[src/rtl/climate_link_pkg.sv]
// Purpose: Constants for the single-wire climate sensor link, device end
// Assumes: 50 MHz system clock
// Notes:   Times kept in their own units, cycle counts derived from them
package climate_link_pkg;
   localparam int unsigned CLK_HZ          = 50_000_000;
   localparam int unsigned START_MIN_US    = 18_000;
   localparam int unsigned RESP_LOW_US     = 80;
   localparam int unsigned RESP_HIGH_US    = 80;
   localparam int unsigned BIT_LOW_US      = 50;
   localparam int unsigned ZERO_HIGH_US    = 26;
   localparam int unsigned ONE_HIGH_US     = 70;
   localparam int unsigned END_LOW_US      = 50;
   localparam int unsigned START_MIN_CYC   = (START_MIN_US * (CLK_HZ / 1_000_000));
   localparam int unsigned RESP_LOW_CYC    = RESP_LOW_US * (CLK_HZ / 1_000_000);
   localparam int unsigned RESP_HIGH_CYC   = RESP_HIGH_US * (CLK_HZ / 1_000_000);
   localparam int unsigned BIT_LOW_CYC     = BIT_LOW_US * (CLK_HZ / 1_000_000);
   localparam int unsigned ZERO_HIGH_CYC   = ZERO_HIGH_US * (CLK_HZ / 1_000_000);
   localparam int unsigned ONE_HIGH_CYC    = ONE_HIGH_US * (CLK_HZ / 1_000_000);
   localparam int unsigned END_LOW_CYC     = END_LOW_US * (CLK_HZ / 1_000_000);
   localparam int unsigned FRAME_BITS      = 40;
   localparam int unsigned BYTE_BITS       = 8;
   localparam int unsigned FIFO_DEPTH      = 8;
   localparam int unsigned CNT_W           = 20;
   localparam logic [7:0]  FRACTION_VALUE  = 8'h00;

   typedef enum logic [2:0] {
      ST_SLEEP     = 3'b000,
      ST_WAIT_HIGH = 3'b001,
      ST_RESP_LOW  = 3'b011,
      ST_RESP_HIGH = 3'b010,
      ST_BIT_LOW   = 3'b110,
      ST_BIT_HIGH  = 3'b111,
      ST_END_LOW   = 3'b101
   } link_state_t;
endpackage

[src/rtl/sample_fifo.sv]
`timescale 1ns/1ps
// Purpose: Small synchronous FIFO for measurement words
// Assumes: Single clock, asynchronous active-low reset
// Notes:   Depth must be a power of two
module sample_fifo #(
   parameter int unsigned WIDTH = 16,
   parameter int unsigned DEPTH = 8
) (
   input  wire logic             clk_sys_i,
   input  wire logic             rst_b_i,
   input  wire logic [WIDTH-1:0] wr_data_i,
   input  wire logic             wr_valid_i,
   output logic                  wr_ready_o,
   output logic      [WIDTH-1:0] rd_data_o,
   output logic                  rd_valid_o,
   input  wire logic             rd_ready_i
);
   localparam int unsigned AW = $clog2(DEPTH);
   logic [WIDTH-1:0] mem_q [DEPTH];
   logic [AW:0]      wptr_q;
   logic [AW:0]      wptr_d;
   logic [AW:0]      rptr_q;
   logic [AW:0]      rptr_d;
   logic             push;
   logic             pop;

   assign wr_ready_o = (wptr_q - rptr_q) != (AW+1)'(DEPTH);
   assign rd_valid_o = wptr_q != rptr_q;
   assign push       = wr_valid_i && wr_ready_o;
   assign pop        = rd_valid_o && rd_ready_i;
   assign rd_data_o  = mem_q[rptr_q[AW-1:0]];

   always_comb begin
      wptr_d = wptr_q + (AW+1)'(push);
      rptr_d = rptr_q + (AW+1)'(pop);
   end

   always_ff @(posedge clk_sys_i or negedge rst_b_i) begin
      if (!rst_b_i) begin
         wptr_q <= '0;
         rptr_q <= '0;
      end else begin
         wptr_q <= wptr_d;
         rptr_q <= rptr_d;
      end
   end

   always_ff @(posedge clk_sys_i) begin
      if (push) begin
         mem_q[wptr_q[AW-1:0]] <= wr_data_i;
      end
   end
endmodule

[src/rtl/climate_link_device.sv]
`timescale 1ns/1ps
// Purpose: Device end of the single-wire climate sensor link
// Assumes: Line input synchronous to clk_sys_i; external pull-up on the line
// Notes:   Measurements enter through an 8-word FIFO; one word serves one transaction
// Overview of operation
// [RL1] Send each reading as one 40-bit frame, most significant bit first.
// [RL2] Byte order: humidity int, humidity frac, temperature int, temperature frac, checksum.
// [RL3] Checksum is low eight bits of the sum of four data bytes.
// [RL4] Both fractional bytes are always sent as zero.
// [RL5] Wake only on a host start pulse; sleep again after the frame.
// [RL6] Never drive the line while idle; pull-up holds it high.
// [RL7] Host holds the line low over 18 ms to request a reading.
// [RL8] Host then releases the line and lets the pull-up raise it.
// [RL9] Host waits 20 to 40 us, then samples for the response.
// [RL10] After the start pulse ends, drive the line low for 80 us.
// [RL11] Then leave the line high for 80 us before the first bit.
// [RL12] Each bit: 50 us low, then a high whose length gives the value.
// [RL13] Host reports no response if the line is high when sampled.
// [RL14] After the last bit drive low 50 us, then release the line.
// [RL15] Whole transaction lasts about 4 ms.
// [RL16] Host decodes bits by thresholding the high-period length.
// [RL17] Host times out when an expected edge does not arrive.
module climate_link_device
   import climate_link_pkg::*;
#(
   parameter int unsigned START_CYC = START_MIN_CYC,
   parameter int unsigned US_CYC    = CLK_HZ / 1_000_000
) (
   input  wire logic        clk_sys_i,
   input  wire logic        rst_b_i,
   input  wire logic        line_i,
   output logic             line_o,
   output logic             line_oe_o,
   input  wire logic [7:0]  humidity_i,
   input  wire logic [7:0]  temperature_i,
   input  wire logic        sample_valid_i,
   output logic             sample_ready_o,
   output logic             awake_o,
   output logic             frame_done_o
);
   import climate_link_pkg::*;

   // Pulse lengths in cycles, scaled by the cycles per microsecond
   localparam int unsigned RESP_LOW_N  = RESP_LOW_US * US_CYC;
   localparam int unsigned RESP_HIGH_N = RESP_HIGH_US * US_CYC;
   localparam int unsigned BIT_LOW_N   = BIT_LOW_US * US_CYC;
   localparam int unsigned ZERO_HIGH_N = ZERO_HIGH_US * US_CYC;
   localparam int unsigned ONE_HIGH_N  = ONE_HIGH_US * US_CYC;

   // =========================================================
   // Measurement buffer
   logic [15:0] fifo_data;
   logic        fifo_valid;
   logic        fifo_pop;

   sample_fifo #(
      .WIDTH (16),
      .DEPTH (FIFO_DEPTH)
   ) u_fifo (
      .clk_sys_i  (clk_sys_i),
      .rst_b_i    (rst_b_i),
      .wr_data_i  ({humidity_i, temperature_i}),
      .wr_valid_i (sample_valid_i),
      .wr_ready_o (sample_ready_o),
      .rd_data_o  (fifo_data),
      .rd_valid_o (fifo_valid),
      .rd_ready_i (fifo_pop)
   );

   // =========================================================
   // Link sequencer
   link_state_t state_q;
   link_state_t state_d;
   logic [CNT_W-1:0] cnt_q;
   logic [CNT_W-1:0] cnt_d;
   logic [39:0]      shift_q;
   logic [39:0]      shift_d;
   logic [5:0]       bits_q;
   logic [5:0]       bits_d;
   logic             drive_low_q;
   logic             drive_low_d;
   logic             done_q;
   logic             done_d;
   logic [7:0]       hum_b;
   logic [7:0]       tmp_b;
   logic [7:0]       sum_b;

   always_comb begin
      hum_b = fifo_valid ? fifo_data[15:8] : 8'h00;
      tmp_b = fifo_valid ? fifo_data[7:0] : 8'h00;
      sum_b = 8'(hum_b + FRACTION_VALUE + tmp_b + FRACTION_VALUE); // see [RL3]
   end

   always_comb begin
      state_d     = state_q;
      cnt_d       = cnt_q;
      shift_d     = shift_q;
      bits_d      = bits_q;
      drive_low_d = 1'b0;
      done_d      = 1'b0;
      fifo_pop    = 1'b0;
      unique case (state_q)
         ST_SLEEP: begin
            // Count the host's low start pulse; any high resets it, see [RL5] [RL7]
            if (!line_i) begin
               if (cnt_q < CNT_W'(START_CYC)) begin
                  cnt_d = cnt_q + CNT_W'(1);
               end else begin
                  state_d = ST_WAIT_HIGH;
               end
            end else begin
               cnt_d = '0;
            end
         end
         ST_WAIT_HIGH: begin
            // Respond only after the host releases the line, see [RL8] [RL10]
            if (line_i) begin
               state_d     = ST_RESP_LOW;
               cnt_d       = '0;
               drive_low_d = 1'b1;
               shift_d     = {hum_b, FRACTION_VALUE, tmp_b, FRACTION_VALUE, sum_b}; // see [RL2] [RL4]
               fifo_pop    = fifo_valid;
            end
         end
         ST_RESP_LOW: begin
            drive_low_d = 1'b1; // see [RL10]
            cnt_d = cnt_q + CNT_W'(1);
            if (cnt_q == CNT_W'(RESP_LOW_N - 1)) begin
               state_d     = ST_RESP_HIGH;
               cnt_d       = '0;
               drive_low_d = 1'b0;
            end
         end
         ST_RESP_HIGH: begin
            cnt_d = cnt_q + CNT_W'(1);
            if (cnt_q == CNT_W'(RESP_HIGH_N - 1)) begin // see [RL11]
               state_d     = ST_BIT_LOW;
               cnt_d       = '0;
               bits_d      = '0;
               drive_low_d = 1'b1;
            end
         end
         ST_BIT_LOW: begin
            drive_low_d = 1'b1; // see [RL12]
            cnt_d = cnt_q + CNT_W'(1);
            if (cnt_q == CNT_W'(BIT_LOW_N - 1)) begin
               // Back to sleep after the closing low ends the transaction, see [RL15]
               cnt_d       = '0;
               drive_low_d = 1'b0;
               state_d     = (bits_q == 6'(FRAME_BITS)) ? ST_SLEEP : ST_BIT_HIGH;
               done_d      = (bits_q == 6'(FRAME_BITS));
            end
         end
         ST_BIT_HIGH: begin
            cnt_d = cnt_q + CNT_W'(1);
            if (cnt_q == (shift_q[39] ? CNT_W'(ONE_HIGH_N - 1) : CNT_W'(ZERO_HIGH_N - 1))) begin // see [RL12]
               cnt_d       = '0;
               shift_d     = {shift_q[38:0], 1'b0}; // see [RL1]
               bits_d      = bits_q + 6'd1;
               drive_low_d = 1'b1;
               // Closing low after the last bit reuses the bit-low timing, see [RL14]
               state_d     = ST_BIT_LOW;
            end
         end
         default: begin
            state_d = ST_SLEEP;
            cnt_d   = '0;
         end
      endcase
   end

   always_ff @(posedge clk_sys_i or negedge rst_b_i) begin
      if (!rst_b_i) begin
         state_q     <= ST_SLEEP;
         cnt_q       <= '0;
         shift_q     <= '0;
         bits_q      <= '0;
         drive_low_q <= 1'b0;
         done_q      <= 1'b0;
      end else begin
         state_q     <= state_d;
         cnt_q       <= cnt_d;
         shift_q     <= shift_d;
         bits_q      <= bits_d;
         drive_low_q <= drive_low_d;
         done_q      <= done_d;
      end
   end

   // =========================================================
   // Pin drive: open drain, released when idle, see [RL6]
   assign line_o       = 1'b0;
   assign line_oe_o    = drive_low_q;
   assign awake_o      = (state_q != ST_SLEEP); // see [RL5]
   assign frame_done_o = done_q;
endmodule

[config.mk]
export PLATFORM = sky130hd
export DESIGN_NAME = climate_link_device
export DESIGN_NICKNAME = d
export VERILOG_FILES = /design/src/rtl/climate_link_pkg.sv /design/src/rtl/sample_fifo.sv /design/src/rtl/climate_link_device.sv
export SDC_FILE = /design/constraint.sdc
export NUM_CORES = 1
export LEC_CHECK = 0
export BUFFER_PORTS_ARGS = -buffer_cell sky130_fd_sc_hd__buf_2
export CAP_MARGIN = 20
export CORE_UTILIZATION = 40
export CTS_CLUSTER_DIAMETER = 50
export CTS_CLUSTER_SIZE = 8
export DETAILED_ROUTE_END_ITERATION = 16
export PLACE_DENSITY_LB_ADDON = 0.1
export REMOVE_ABC_BUFFERS = 1
export SLEW_MARGIN = 30
export SYNTH_ARGS = -nofsm -noshare
export SYNTH_HDL_FRONTEND = slang
export SYNTH_HIERARCHICAL = 1
export SYNTH_SLANG_ARGS = --single-unit
[constraint.sdc]
create_clock -name clk_sys_i -period 5.4 [get_ports clk_sys_i]
set_input_delay 0.27 -clock clk_sys_i [delete_from_list [all_inputs] [get_ports clk_sys_i]]
set_output_delay 0.27 -clock clk_sys_i [all_outputs]
set_load 0.05 [all_outputs]
# Yosys cells after proc, flatten, opt, wreduce, memory -nomap -nowiden
# Memories as Yosys holds them, arrays and structs flattened.
# Index checks and enable logic that the tools add are counted.
[classes]
add_sub_neg = 6
magnitude_cmp = 1
eq_ne = 19
muxes = 37
reduce_logical = 11
[op_table]
columns = ["operator", "count"]
rows = [
  ["two-way mux 20 bit", 6],
  ["one-hot mux 20 bit (5 select lines)", 1],
  ["two-way mux 40 bit", 2],
  ["one-hot mux 40 bit (2 select lines)", 1],
  ["equality test 20 x 12 -> 1 bit (second input constant)", 2],
  ["two-way mux 3 bit", 8],
  ["adder 20 x 1 -> 20 bit (second input constant)", 1],
  ["equality test 20 x 12 -> 1 bit", 1],
  ["less-than comparator 20 bit (second input constant)", 1],
  ["one-hot mux 3 bit (6 select lines)", 1],
  ["two-way mux 8 bit", 2],
  ["!= test 2 bit (second input constant)", 7],
  ["two-way mux 12 bit", 1],
  ["two-way mux 6 bit", 2],
  ["one-hot mux 6 bit (2 select lines)", 1],
  ["two-way mux 1 bit", 11],
  ["adder 4 x 1 -> 4 bit", 2],
  ["adder 8 bit", 1],
  ["AND reduction 7 bit", 1],
  ["adder 6 x 1 -> 6 bit (second input constant)", 1],
  ["equality test 3 x 2 -> 1 bit (second input constant)", 2],
  ["equality test 3 bit (second input constant)", 2],
  ["equality test 6 bit (second input constant)", 1],
  ["AND reduction 3 bit", 2],
  ["other kinds (12)", 14],
]
[totals]
register_bits = 79
mem_bits_rw = 128
in_bits = 20
word_cells = 83
n_memories = 1
[mem_list]
columns = ["memory", "words", "word_bits", "rd", "rd_ports_with_merged_regs", "write_ports", "line", "source"]
rows = [
  ["u_fifo.mem_q", 8, 16, 1, 0, 1, "sample_fifo.sv:19", "logic [WIDTH-1:0] mem_q [DEPTH];"],
]

# Logic depth before layout (Yosys ltp)
# Gate-level depths: netlist of the first run.
[logic_depth]
word_depth = 5
ltp_mapped = 17
depth_no_buf = 14

# By module
# Netlist of the first run, hierarchy kept.
[modules_own_cells]
columns = ["mod", "instances", "cells_each", "area_per_inst_um2"]
rows = [
  ["sample_fifo", 1, 269, 5305.1],
  ["climate_link_device", 1, 490, 4520.6],
]

# Worst setup path before layout of the first run
# No wires, ideal clock.
[synth_path]
path_type = "register -> register"
startpoint = "register u_fifo.rptr_q[2]"
endpoint = "memory u_fifo.mem_q[0][0], enable pin"
setup_ns = 0.430
arrival_time_ns = 3.450
required_ns = 4.970
slack_ns = 1.520
stages_incl_launch_ff = 9
path_buffers = 2
period_less_slack_ns = 3.880
cell_sequence = "dfrtp_1 clkbuf_1 clkinv_1 clkbuf_1 ha_1 xor3_1 or4_4 a21oi_4 nor4_1"
[synth_via]
elab_chain_len = 5
[synth_lines]
columns = ["element", "line", "source"]
rows = [
  ["start: declaration", "sample_fifo.sv:22", "logic [AW:0] rptr_q;"],
  ["start signal: assignment", "sample_fifo.sv:44", "rptr_q <= rptr_d;"],
  ["subtractor 4 bit", "sample_fifo.sv:27", "assign wr_ready_o = (wptr_q - rptr_q) != (AW+1)'(DEPTH);"],
  ["!= test 4 bit", "sample_fifo.sv:27", ""],
  ["logical AND 1 bit", "sample_fifo.sv:29", "assign push = wr_valid_i && wr_ready_o;"],
  ["two-way mux 1 bit", "sample_fifo.sv:49", "if (push) begin"],
  ["two-way mux 1 bit (implied by the code)", "sample_fifo.sv:50", "mem_q[wptr_q[AW-1:0]] <= wr_data_i;"],
  ["end: declaration", "sample_fifo.sv:19", ""],
]
# Every way passes these cells.

# Worst setup path after layout of the first run
[layout_path]
startpoint = "register u_fifo.rptr_q[2]"
endpoint = "register shift_q[6]"
[layout_via]
elab_chain_len = 5
[layout_lines]
columns = ["element", "line", "source"]
rows = [
  ["!= test 4 bit (*)", "sample_fifo.sv:28", "assign rd_valid_o = wptr_q != rptr_q;"],
  ["net fifo_valid", "climate_link_device.sv:53", "logic fifo_valid;"],
  ["two-way mux 8 bit (on tied branches)", "climate_link_device.sv:89, climate_link_device.sv:90", ""],
  ["adder 8 bit (*)", "climate_link_device.sv:91", "sum_b = 8'(hum_b + FRACTION_VALUE + tmp_b + FRACTION_VALUE);"],
  ["two-way mux 40 bit (*)", "climate_link_device.sv:117", "if (line_i) begin"],
  ["one-hot mux 40 bit (2 select lines) (*)", "climate_link_device.sv:102", "unique case (state_q)"],
  ["end signal: assignment", "climate_link_device.sv:183", "shift_q <= shift_d;"],
  ["end: declaration", "climate_link_device.sv:76", "logic [39:0] shift_q;"],
]
# The timed path passes the listed nets; every way through them passes the cells marked *. The select of a mux whose other input is x is not followed.
# A chain may end at the register's enable or synchronous reset.

==> results of run 1 <==
-- worst max-delay path by stage --
| stage | cells after the start | to | slack (ns) |
|---|---|---|---|
| global route | 13 | shift_q[6] | 1.05 |
| global placement | 13 | shift_q[6] | 1.44 |
| floorplan | 5 | u_fifo/mem_q[0][0] | 1.15 |
| detailed placement | 13 | shift_q[6] | 1.39 |
| CTS | 13 | shift_q[6] | 1.33 |
| finish | 13 | shift_q[6] | 1.41 |
-- registers in the layout, indices dropped and copies added (netlist names) --
signal and cells:
bits_q 6, cnt_q 20, frame_done_o 1, line_oe_o 1, shift_q 40, state_q 3
u_fifo/mem_q 128, u_fifo/rptr_q 4, u_fifo/wptr_q 4
-- worst max-delay path, stage by stage, from the launching register on --
cell and delay, ns:
dfrtp_1 0.79, clkinv_1 0.15, buf_4 0.24, ha_1 0.34, nand2_1 0.28, and2_1 0.28, ha_1 0.22, fa_1 0.42
a21o_1 0.18, a21o_1 0.19, a21oi_1 0.19, mux2i_1 0.23, nand3_1 0.09, mux2_2 0.26
-- routing by layer --
metal  up-vias  global-route usage, %
met4         0                   5.16
met3        33                   3.37
li1       2853                      -
met2       101                   28.9
met5         -                      0
met1      3028                   20.4
-- Yosys cell counts (9+ instances only) --
master      n
nand2_1   130
edfxtp_1  128
dfrtp_1    79
o21ai_0    52
mux4_2     32
nor2_1     30
nand3_1    27
clkbuf_1   18
ha_1       17
mux2i_1    17
nor3_1     17
and2_1     16
buf_2      14
inv_1      13
a21oi_1    12
and3_1     11
xnor2_1     9
-- per-stage QoR --
| stage | cells | instance area (sq um) | hold WS, ns | worst slack, ns | total power, mW |
|---|---|---|---|---|---|
| after detailed placement | 1067 | 10100 | 0.375 | 1.39 | 2.78 |
| after global routing | 1126 | 11100 | 0.0399 | 1.05 | 4.91 |
| after floorplan | 709 | 9410 | -0.0256 | 1.15 | 2.52 |
| final | 1126 | 11100 | 0.0460 | 1.41 | 4.67 |
| after CTS | 1126 | 11100 | 0.0231 | 1.33 | 4.73 |
| after global placement | 1067 | 10100 | 0.461 | 1.44 | 2.75 |
-- area by class of cell --
class                   count  share of cell area, %
flip-flops and latches    207                   52.3
clock buffers              53                   8.56
repair buffers             40                   2.26
well taps                 319                   3.59
clock inverters             5                  0.540
inverters                  16                  0.540
multi-input cells         486                   32.2
-- cell families after synthesis --
| kind of cell | after synthesis | synth area share [%] |
|---|---|---|
| and+or+nand+nor | 273 | 13.7 |
| DFF | 207 | 59.2 |
| AOI/OAI and AO/OA | 124 | 8.62 |
| buffers and inverters | 66 | 4.85 |
| adders and majority gates | 18 | 2.37 |
| other | 1 | 0.0382 |
| muxes | 53 | 9.52 |
| xor gates and xnor gates | 17 | 1.67 |
-- power by group --
group,total (mW),switching (mW),internal (mW),leakage [nW]
logic,0.720,0.423,0.297,1.64
clock network,1.92,0.708,1.21,0.481
registers,2.03,0.135,1.89,2.22
total,4.67,1.27,3.40,4.35
==> reports/qor.txt, run 1 <==
RePlAce Congestion = 0.760
Via count = 6015
Clk_skew = 0.0110 ns
Max Clock Freq = 251 MHz
Pwr/cell area = 419 nW/um^2
DRT Wirelength = 20.3 mm
Hold Path End = u_fifo/mem_q[7][11]
Most used DFF post-synth = edfxtp_1
Post-layout min period = 3.99 ns
Clk buf depth = 3
Vias per Instance = 5.34
First-pass GRT wire length = 33.1 mm
CP Class = reg -> reg
Synth top area cells = edfxtp_1, dfrtp_1, mux4_2
Clk slew on worst S/H paths = 0.05 ns
Reg area = 5820 sq um
Core ar. = 23800 sq um
Final hold vios = 0
Antenna cell count = 0
TNS Setup = 0 ns
1st-pass router iterations = 7
CP Capture Type = flip-flop
Number of synthesized flops with an enable pin = 128
Max VDD drop = 0.000255 V
Final period util = 73.9%
Run status = finished, final reports clean
Critical Path Start Type = flip-flop
Met2 wire length = 10.3 mm
Critical path arrival = 4.36 ns
Most frequent cells in the layout = nand2_1, edfxtp_1, dfrtp_1
Root buf cell = clkbuf_16
Met3 routed WL = 860 um
Synth Area per Inst = 12.9 sq um
Initial Util = 41.4%
Largest net degree at the start of global routing = 80
Syn Inst Count = 759
R2R setup slack = 1.41 ns
Initial antenna violation count = 0
Post-CTS Setup Bufs = 0
DR DRC count = 0
Async SR Flop Fraction = 38.2%
I/O Buffers = 23
Top Metal Used = met4
CTS tree = done
Worst rel slew slack = 43.3%
Rows = 56
Worst-Skew Late Latency = 0.49 ns
Most common cell after layout, fill and taps aside = nand2_1
Hold Path Class = in -> reg
Initial DRC Count = 424
Grt ovf = 0
Leakage power = 4.35 nW
Final ANT Viol Nets = 0
# hold bufs at CTS = 1
Metal-1 WL = 8.74 mm
Setup crit start = u_fifo/rptr_q[2]
Crit path required time = 5.77 ns
TritonCTS buffer count = 34
Total global-route track usage = 16.5%
Crit Path Max Fanout = 19
Die area = 25200 sq um
Post-Route Utilization = 46.9%
Sequential-to-total area share from yosys stat = 59.2%
Mapped Area = 9830 sq um
Yosys cell types = 76
Yosys reg bits = 207
Fillcell total = 2111
Share of cells above drive strength 1 = 19.1%
Setup violations, final = 0
Multi-input logic area = 3580 sq um
Cts repair resizes = 0
Final nets = 823
R2R cell count = 13
Slew @ Worst Pin = 0.850 ns
H-tree Lvls = 2
Share of the synthesized area in the top cell type = 39.1%
Worst Min Path Start = humidity_i[3]
Synth warnings = 6
Number of global-route vias before repair = 6272
Max-slew violation count = 0
Hold Path Cell Cnt = 1
DR WL/cell = 18.0 um
Worst r2r src = u_fifo/rptr_q[2]
Clk sink count = 207
Die Span X = 159 um
Maxcap violations = 0
Layout area overhead = 13.3%
Chip Height = 159 um
Worst R2R End = shift_q[6]
Boundary pin count = 25
RSZ-0062 raised after global routing = false
Yosys top cell by area = edfxtp_1
Hpwl dp = 12.5 mm
(Power assumes the default switching activity.)
==> inputs of run 2 (changes only) <==
==> constraint.sdc (replaced) <==
create_clock -name clk_sys_i -period 3.5 [get_ports clk_sys_i]
set_input_delay 0.175 -clock clk_sys_i [delete_from_list [all_inputs] [get_ports clk_sys_i]]
set_output_delay 0.175 -clock clk_sys_i [all_outputs]
set_load 0.05 [all_outputs]
==> run 2 against run 1 <==
  * Design area increased by 2.8%
  * Final cell count increased by 2.5%
  * Fmax increased by 20%
  * Worst hold slack improved by 0.014 ns
  * Critical path depth unchanged
  * Critical endpoint unchanged
  * Wire length decreased by 1.2%
  * Register-to-register slack got worse by 1.2 ns
  * Largest cell class unchanged
  * Combinational power increased by 56%
  * Total power increased by 58%
  * Clock skew increased by 0.012 ns
  * Via count decreased by 0.65%
  * Non-clock buffer count increased by 26
==> reports/qor.txt, run 2 (synthesis results as in run 1) <==
Slew @ Worst Pin = 0.741 ns
CP Class = reg -> reg
Post-route setup slack = 0.187 ns
Boundary pin count = 25
1st-pass router iterations = 4
Antenna cell count = 0
Clk sink count = 207
Worst-Skew Late Latency = 0.51 ns
Largest net degree at the start of global routing = 80
Crit path required time = 3.88 ns
Final nets = 849
Power share of the combinational group = 15.2%
Share of cells above drive strength 1 = 19.9%
Cts repair resizes = 0
Total net switching power = 1.98 mW
DRT Wirelength = 20.0 mm
RePlAce Congestion = 0.776
Clock power share = 42.3%
Initial DRC Count = 351
Hold Path Class = in -> reg
Placed Cells = 1074
Pwr Total = 7.35 mW
Max FFs per register = 128
Setup crit start = u_fifo/rptr_q[0]
CTS tree = done
Clk slew on worst S/H paths = 0.05 ns
Max VDD drop = 0.000488 V
DR WL/cell = 17.4 um
Core ar. = 23800 sq um
Clk_skew = 0.0229 ns
Initial antenna violation count = 0
Grt ovf = 0
Setup violations, final = 0
Post-layout min period = 3.31 ns
Max Clock Freq = 302 MHz
Non-Filler Instances = 1154
Max-slew violation count = 0
Root buf cell = clkbuf_16
Worst Min Path Start = sample_valid_i
Critical path arrival = 3.69 ns
Number of global-route vias before repair = 6262
Leakage power = 4.50 nW
Hpwl dp = 12.6 mm
DR DRC count = 0
Worst r2r src = u_fifo/rptr_q[0]
Worst hold slack = 0.0597 ns
TNS Setup = 0 ns
Critical Path Start Type = flip-flop
TritonCTS buffer count = 34
Run status = finished, final reports clean
Clk buf depth = 3
DP Area = 10200 sq um
Most frequent cells in the layout = nand2_1, edfxtp_1, dfrtp_1
Post-Route Utilization = 48.2%
Final hold vios = 0
Final period util = 94.7%
Total global-route track usage = 16.7%
I/O Buffers = 23
Layout area overhead = 16.4%
Rows = 56
Crit Path Max Fanout = 9
Initial Util = 41.4%
Die Span X = 159 um
First-pass GRT wire length = 33.3 mm
Maxcap violations = 0
Vias per Instance = 5.18
Most common cell after layout, fill and taps aside = nand2_1
Via count = 5976
Die area = 25200 sq um
Final ANT Viol Nets = 0
H-tree Lvls = 2
Chip Height = 159 um
Worst rel slew slack = 50.6%
CP Capture Type = flip-flop
Pwr/cell area = 642 nW/um^2
Worst slack, placed = 0.235 ns
RSZ-0062 raised after global routing = false
Post-route cell area = 11400 sq um
Switching Fraction = 26.9%
P_int = 5.37 mW
Register share of total power = 42.4%
## run 2: final timing paths
| path | endpoint | slack, ns | depth (start not counted) |
|---|---|---|---|
| max reg2reg | shift_q[6] | 0.19 | 13 |
| max | shift_q[6] | 0.19 | 13 |
| min | u_fifo/wptr_q[0] | 0.06 | 3 |
| min in group asynchronous | cnt_q[8] | 0.28 | 2 |
| min reg2reg | shift_q[1] | 0.47 | 2 |
| max in group asynchronous | shift_q[27] | 2.69 | 2 |
## run 2: timing repair
action                                 CTS  global route
endpoints found under the hold margin  207             0
setup endpoints to repair                0             1
hold buffers                            17             0
buffers inserted                         0             3
## run 2: per-layer routing
metal,up-vias,share of wire [%],wire length [um],GRT usage (%)
li1,2908,-,-,-
met1,2943,44,8800,21.1
met2,90,50,9970,28.5
met3,35,4.1,820,3.13
met4,0,2.2,432,5.96
met5,-,0,0,0
## run 2: critical path, stage by stage (launching register included)
cell,delay [ns]
dfrtp_2,0.51
buf_4,0.16
mux4_2,0.47
nand2_1,0.08
nand2_1,0.06
and2_1,0.17
ha_1,0.21
fa_1,0.41
a21o_1,0.18
a21o_1,0.20
a21oi_1,0.18
mux2i_1,0.21
nand3_1,0.08
mux2_2,0.26
## run 2: power groups by stage
stage | clock network [mW] | logic (mW) | registers [mW]
final | 3.11 | 1.12 | 3.12
after detailed placement | 0 | 1.12 | 3.16
after global routing | 3.29 | 1.26 | 3.15
after global placement | 0 | 1.10 | 3.15
after floorplan | 0 | 0.786 | 3.10
after CTS | 3.19 | 1.14 | 3.12
## run 2: final cells by class
class | count | area, sq um
Tap cell | 319 | 399
Inverter | 16 | 60.1
Sequential cell | 207 | 5820
Fill cell | 2112 | 12300
Clock buffer | 50 | 921
Clock inverter | 10 | 143
Multi-Input combinational cell | 486 | 3580
Timing Repair Buffer | 66 | 512
==> inputs of run 3 (changes only) <==
--- a/config.mk
+++ b/config.mk
@@ -7,10 +7,12 @@
 export LEC_CHECK = 0
 export BUFFER_PORTS_ARGS = -buffer_cell sky130_fd_sc_hd__buf_2
 export CAP_MARGIN = 20
-export CORE_UTILIZATION = 40
+export CORE_UTILIZATION = 56
 export CTS_CLUSTER_DIAMETER = 50
 export CTS_CLUSTER_SIZE = 8
 export DETAILED_ROUTE_END_ITERATION = 16
+export HOLD_SLACK_MARGIN = 0.06
+export MAX_ROUTING_LAYER = met4
 export PLACE_DENSITY_LB_ADDON = 0.1
 export REMOVE_ABC_BUFFERS = 1
 export SLEW_MARGIN = 30
==> run 3 against run 2 <==
  * Final cell count is 8.9% lower
  * Setup slack better by 0.052 ns
  * Sequential share of layout area grew 1.2 points
  * Clock skew decreased by 0.0055 ns
  * Wire length decreased by 4.5%
  * Critical path depth shrank 1
  * Core utilization increased by 17 points
==> reports/qor.txt, run 3 (synthesis results as in run 1) <==
Final period util = 93.2%
Worst rel slew slack = 42.5%
Antenna cell count = 0
Max VDD drop = 0.000601 V
Slew @ Worst Pin = 0.863 ns
Die Span X = 134 um
First-pass GRT wire length = 31.7 mm
CTS tree = done
Clk_skew = 0.0174 ns
Core ar. = 17200 sq um
Run status = finished, final reports clean
Worst hold slack = 0.240 ns
Critical path arrival = 3.69 ns
Clk slew on worst S/H paths = 0.05 ns
Layout area overhead = 13.7%
Post-Route Utilization = 64.8%
Post-CTS Setup Bufs = 0
Worst slack, placed = 0.232 ns
Leakage power = 4.43 nW
DRT Wirelength = 19.1 mm
CP Class = reg -> reg
Crit path required time = 3.93 ns
I/O Buffers = 23
Grt met2 use = 40.6%
CP Capture Type = flip-flop
Rows = 48
Grt ovf = 0
Largest net degree at the start of global routing = 80
Via count = 6015
Final nets = 844
Vias per Instance = 5.72
Final ANT Viol Nets = 0
Initial Util = 57.0%
Hold Path Class = in -> async
Max-slew violation count = 0
Gr busiest metal = met2
Hpwl dp = 11.9 mm
Most common cell after layout, fill and taps aside = nand2_1
Non-Filler Instances = 1051
RSZ-0062 raised after global routing = true
RePlAce Congestion = 0.804
H-tree Lvls = 1
TritonCTS buffer count = 31
Most frequent cells in the layout = nand2_1, edfxtp_1, dfrtp_1
Clk sink count = 207
Max Clock Freq = 307 MHz
Met1 global-route usage = 28.2%
1st-pass router iterations = 5
Total global-route track usage = 23.2%
Number of global-route vias before repair = 6143
Crit Path Max Fanout = 8
Clk buf depth = 3
Final hold vios = 0
Die area = 18100 sq um
TNS Setup = 0 ns
Placed Cells = 978
Post-layout min period = 3.26 ns
DR WL/cell = 18.2 um
Worst-Skew Late Latency = 0.56 ns
Maxcap violations = 0
Met3 usage = 3.30%
Boundary pin count = 25
Pwr/cell area = 622 nW/um^2
Post-route setup slack = 0.239 ns
DR DRC count = 0
Initial DRC Count = 365
Setup violations, final = 0
Root buf cell = clkbuf_16
Chip Height = 134 um
Initial antenna violation count = 0
Critical Path Start Type = flip-flop
Max FFs per register = 128
Share of cells above drive strength 1 = 18.8%
run 3: changes by cell type in the layout (fill, tap and decap cells not counted), sizes merged:
cell / delta
inv: -1
dlygate4sd3: +2
buf: -5
clkinv: -5
bufinv: -2
clkbuf: +1
clkinvlp: +1
run 3: worst max-delay path, cell delays in order, from the launching register on:
cell	delay, ns
dfrtp_2	0.49
buf_4	0.24
mux4_2	0.51
nand2_1	0.08
nand2_1	0.04
and2_1	0.19
fa_1	0.47
a21o_1	0.19
a21o_1	0.20
a21oi_1	0.18
mux2i_1	0.20
nand3_1	0.08
mux2_2	0.25
run 3: routing by layer:
| metal | share of wire, % | wire length [um] |
|---|---|---|
| met2 | 52 | 9900 |
| met3 | 3.8 | 722 |
| met1 | 42 | 8030 |
| met4 | 2.5 | 470 |
| met5 | 0 | 0 |
run 3: layout make-up:
| cell class | instances | area, sq um |
|---|---|---|
| clock buffers | 50 | 878 |
| clock inverters | 3 | 32.5 |
| multi-input cells | 486 | 3590 |
| well taps | 225 | 282 |
| fillers | 1285 | 6060 |
| repair buffers | 64 | 507 |
| flip-flops and latches | 207 | 5820 |
| inverters | 16 | 60.1 |
run 3: power by group:
part           switching [mW]  leakage, nW  total, mW  internal (mW)
Sequential              0.209         2.22       3.12           2.92
Clock                    1.01        0.435       2.71           1.69
Combinational           0.638         1.77       1.12          0.478
Total                    1.86         4.43       6.95           5.09
run 3: repair_timing:
item,in CTS,in global routing
endpoints found under the setup margin,0,1
hold buffers,19,0
endpoints found under the hold margin,209,0
resized for setup,0,1
run 3: through the flow:
stage | power [mW] | instance area, sq um
detailed placement | 4.26 | 10000
finish | 6.95 | 11200
CTS | 7.00 | 11100
floorplan | 3.89 | 9410
global route | 7.27 | 11200
global placement | 4.21 | 10000
run 3: final timing paths:
path,start,to,slack (ns),cells after the start
setup / recovery,u_fifo/rptr_q[0],shift_q[6],0.24,12
hold / removal,rst_b_i,cnt_q[16],0.24,2
setup reg to reg,u_fifo/rptr_q[0],shift_q[6],0.24,12
hold reg to reg,shift_q[8],shift_q[8],0.48,2
max in group asynchronous,rst_b_i,u_fifo/rptr_q[0],2.75,2
min in group clk_sys_i,temperature_i[2],u_fifo/mem_q[3][2],0.42,2
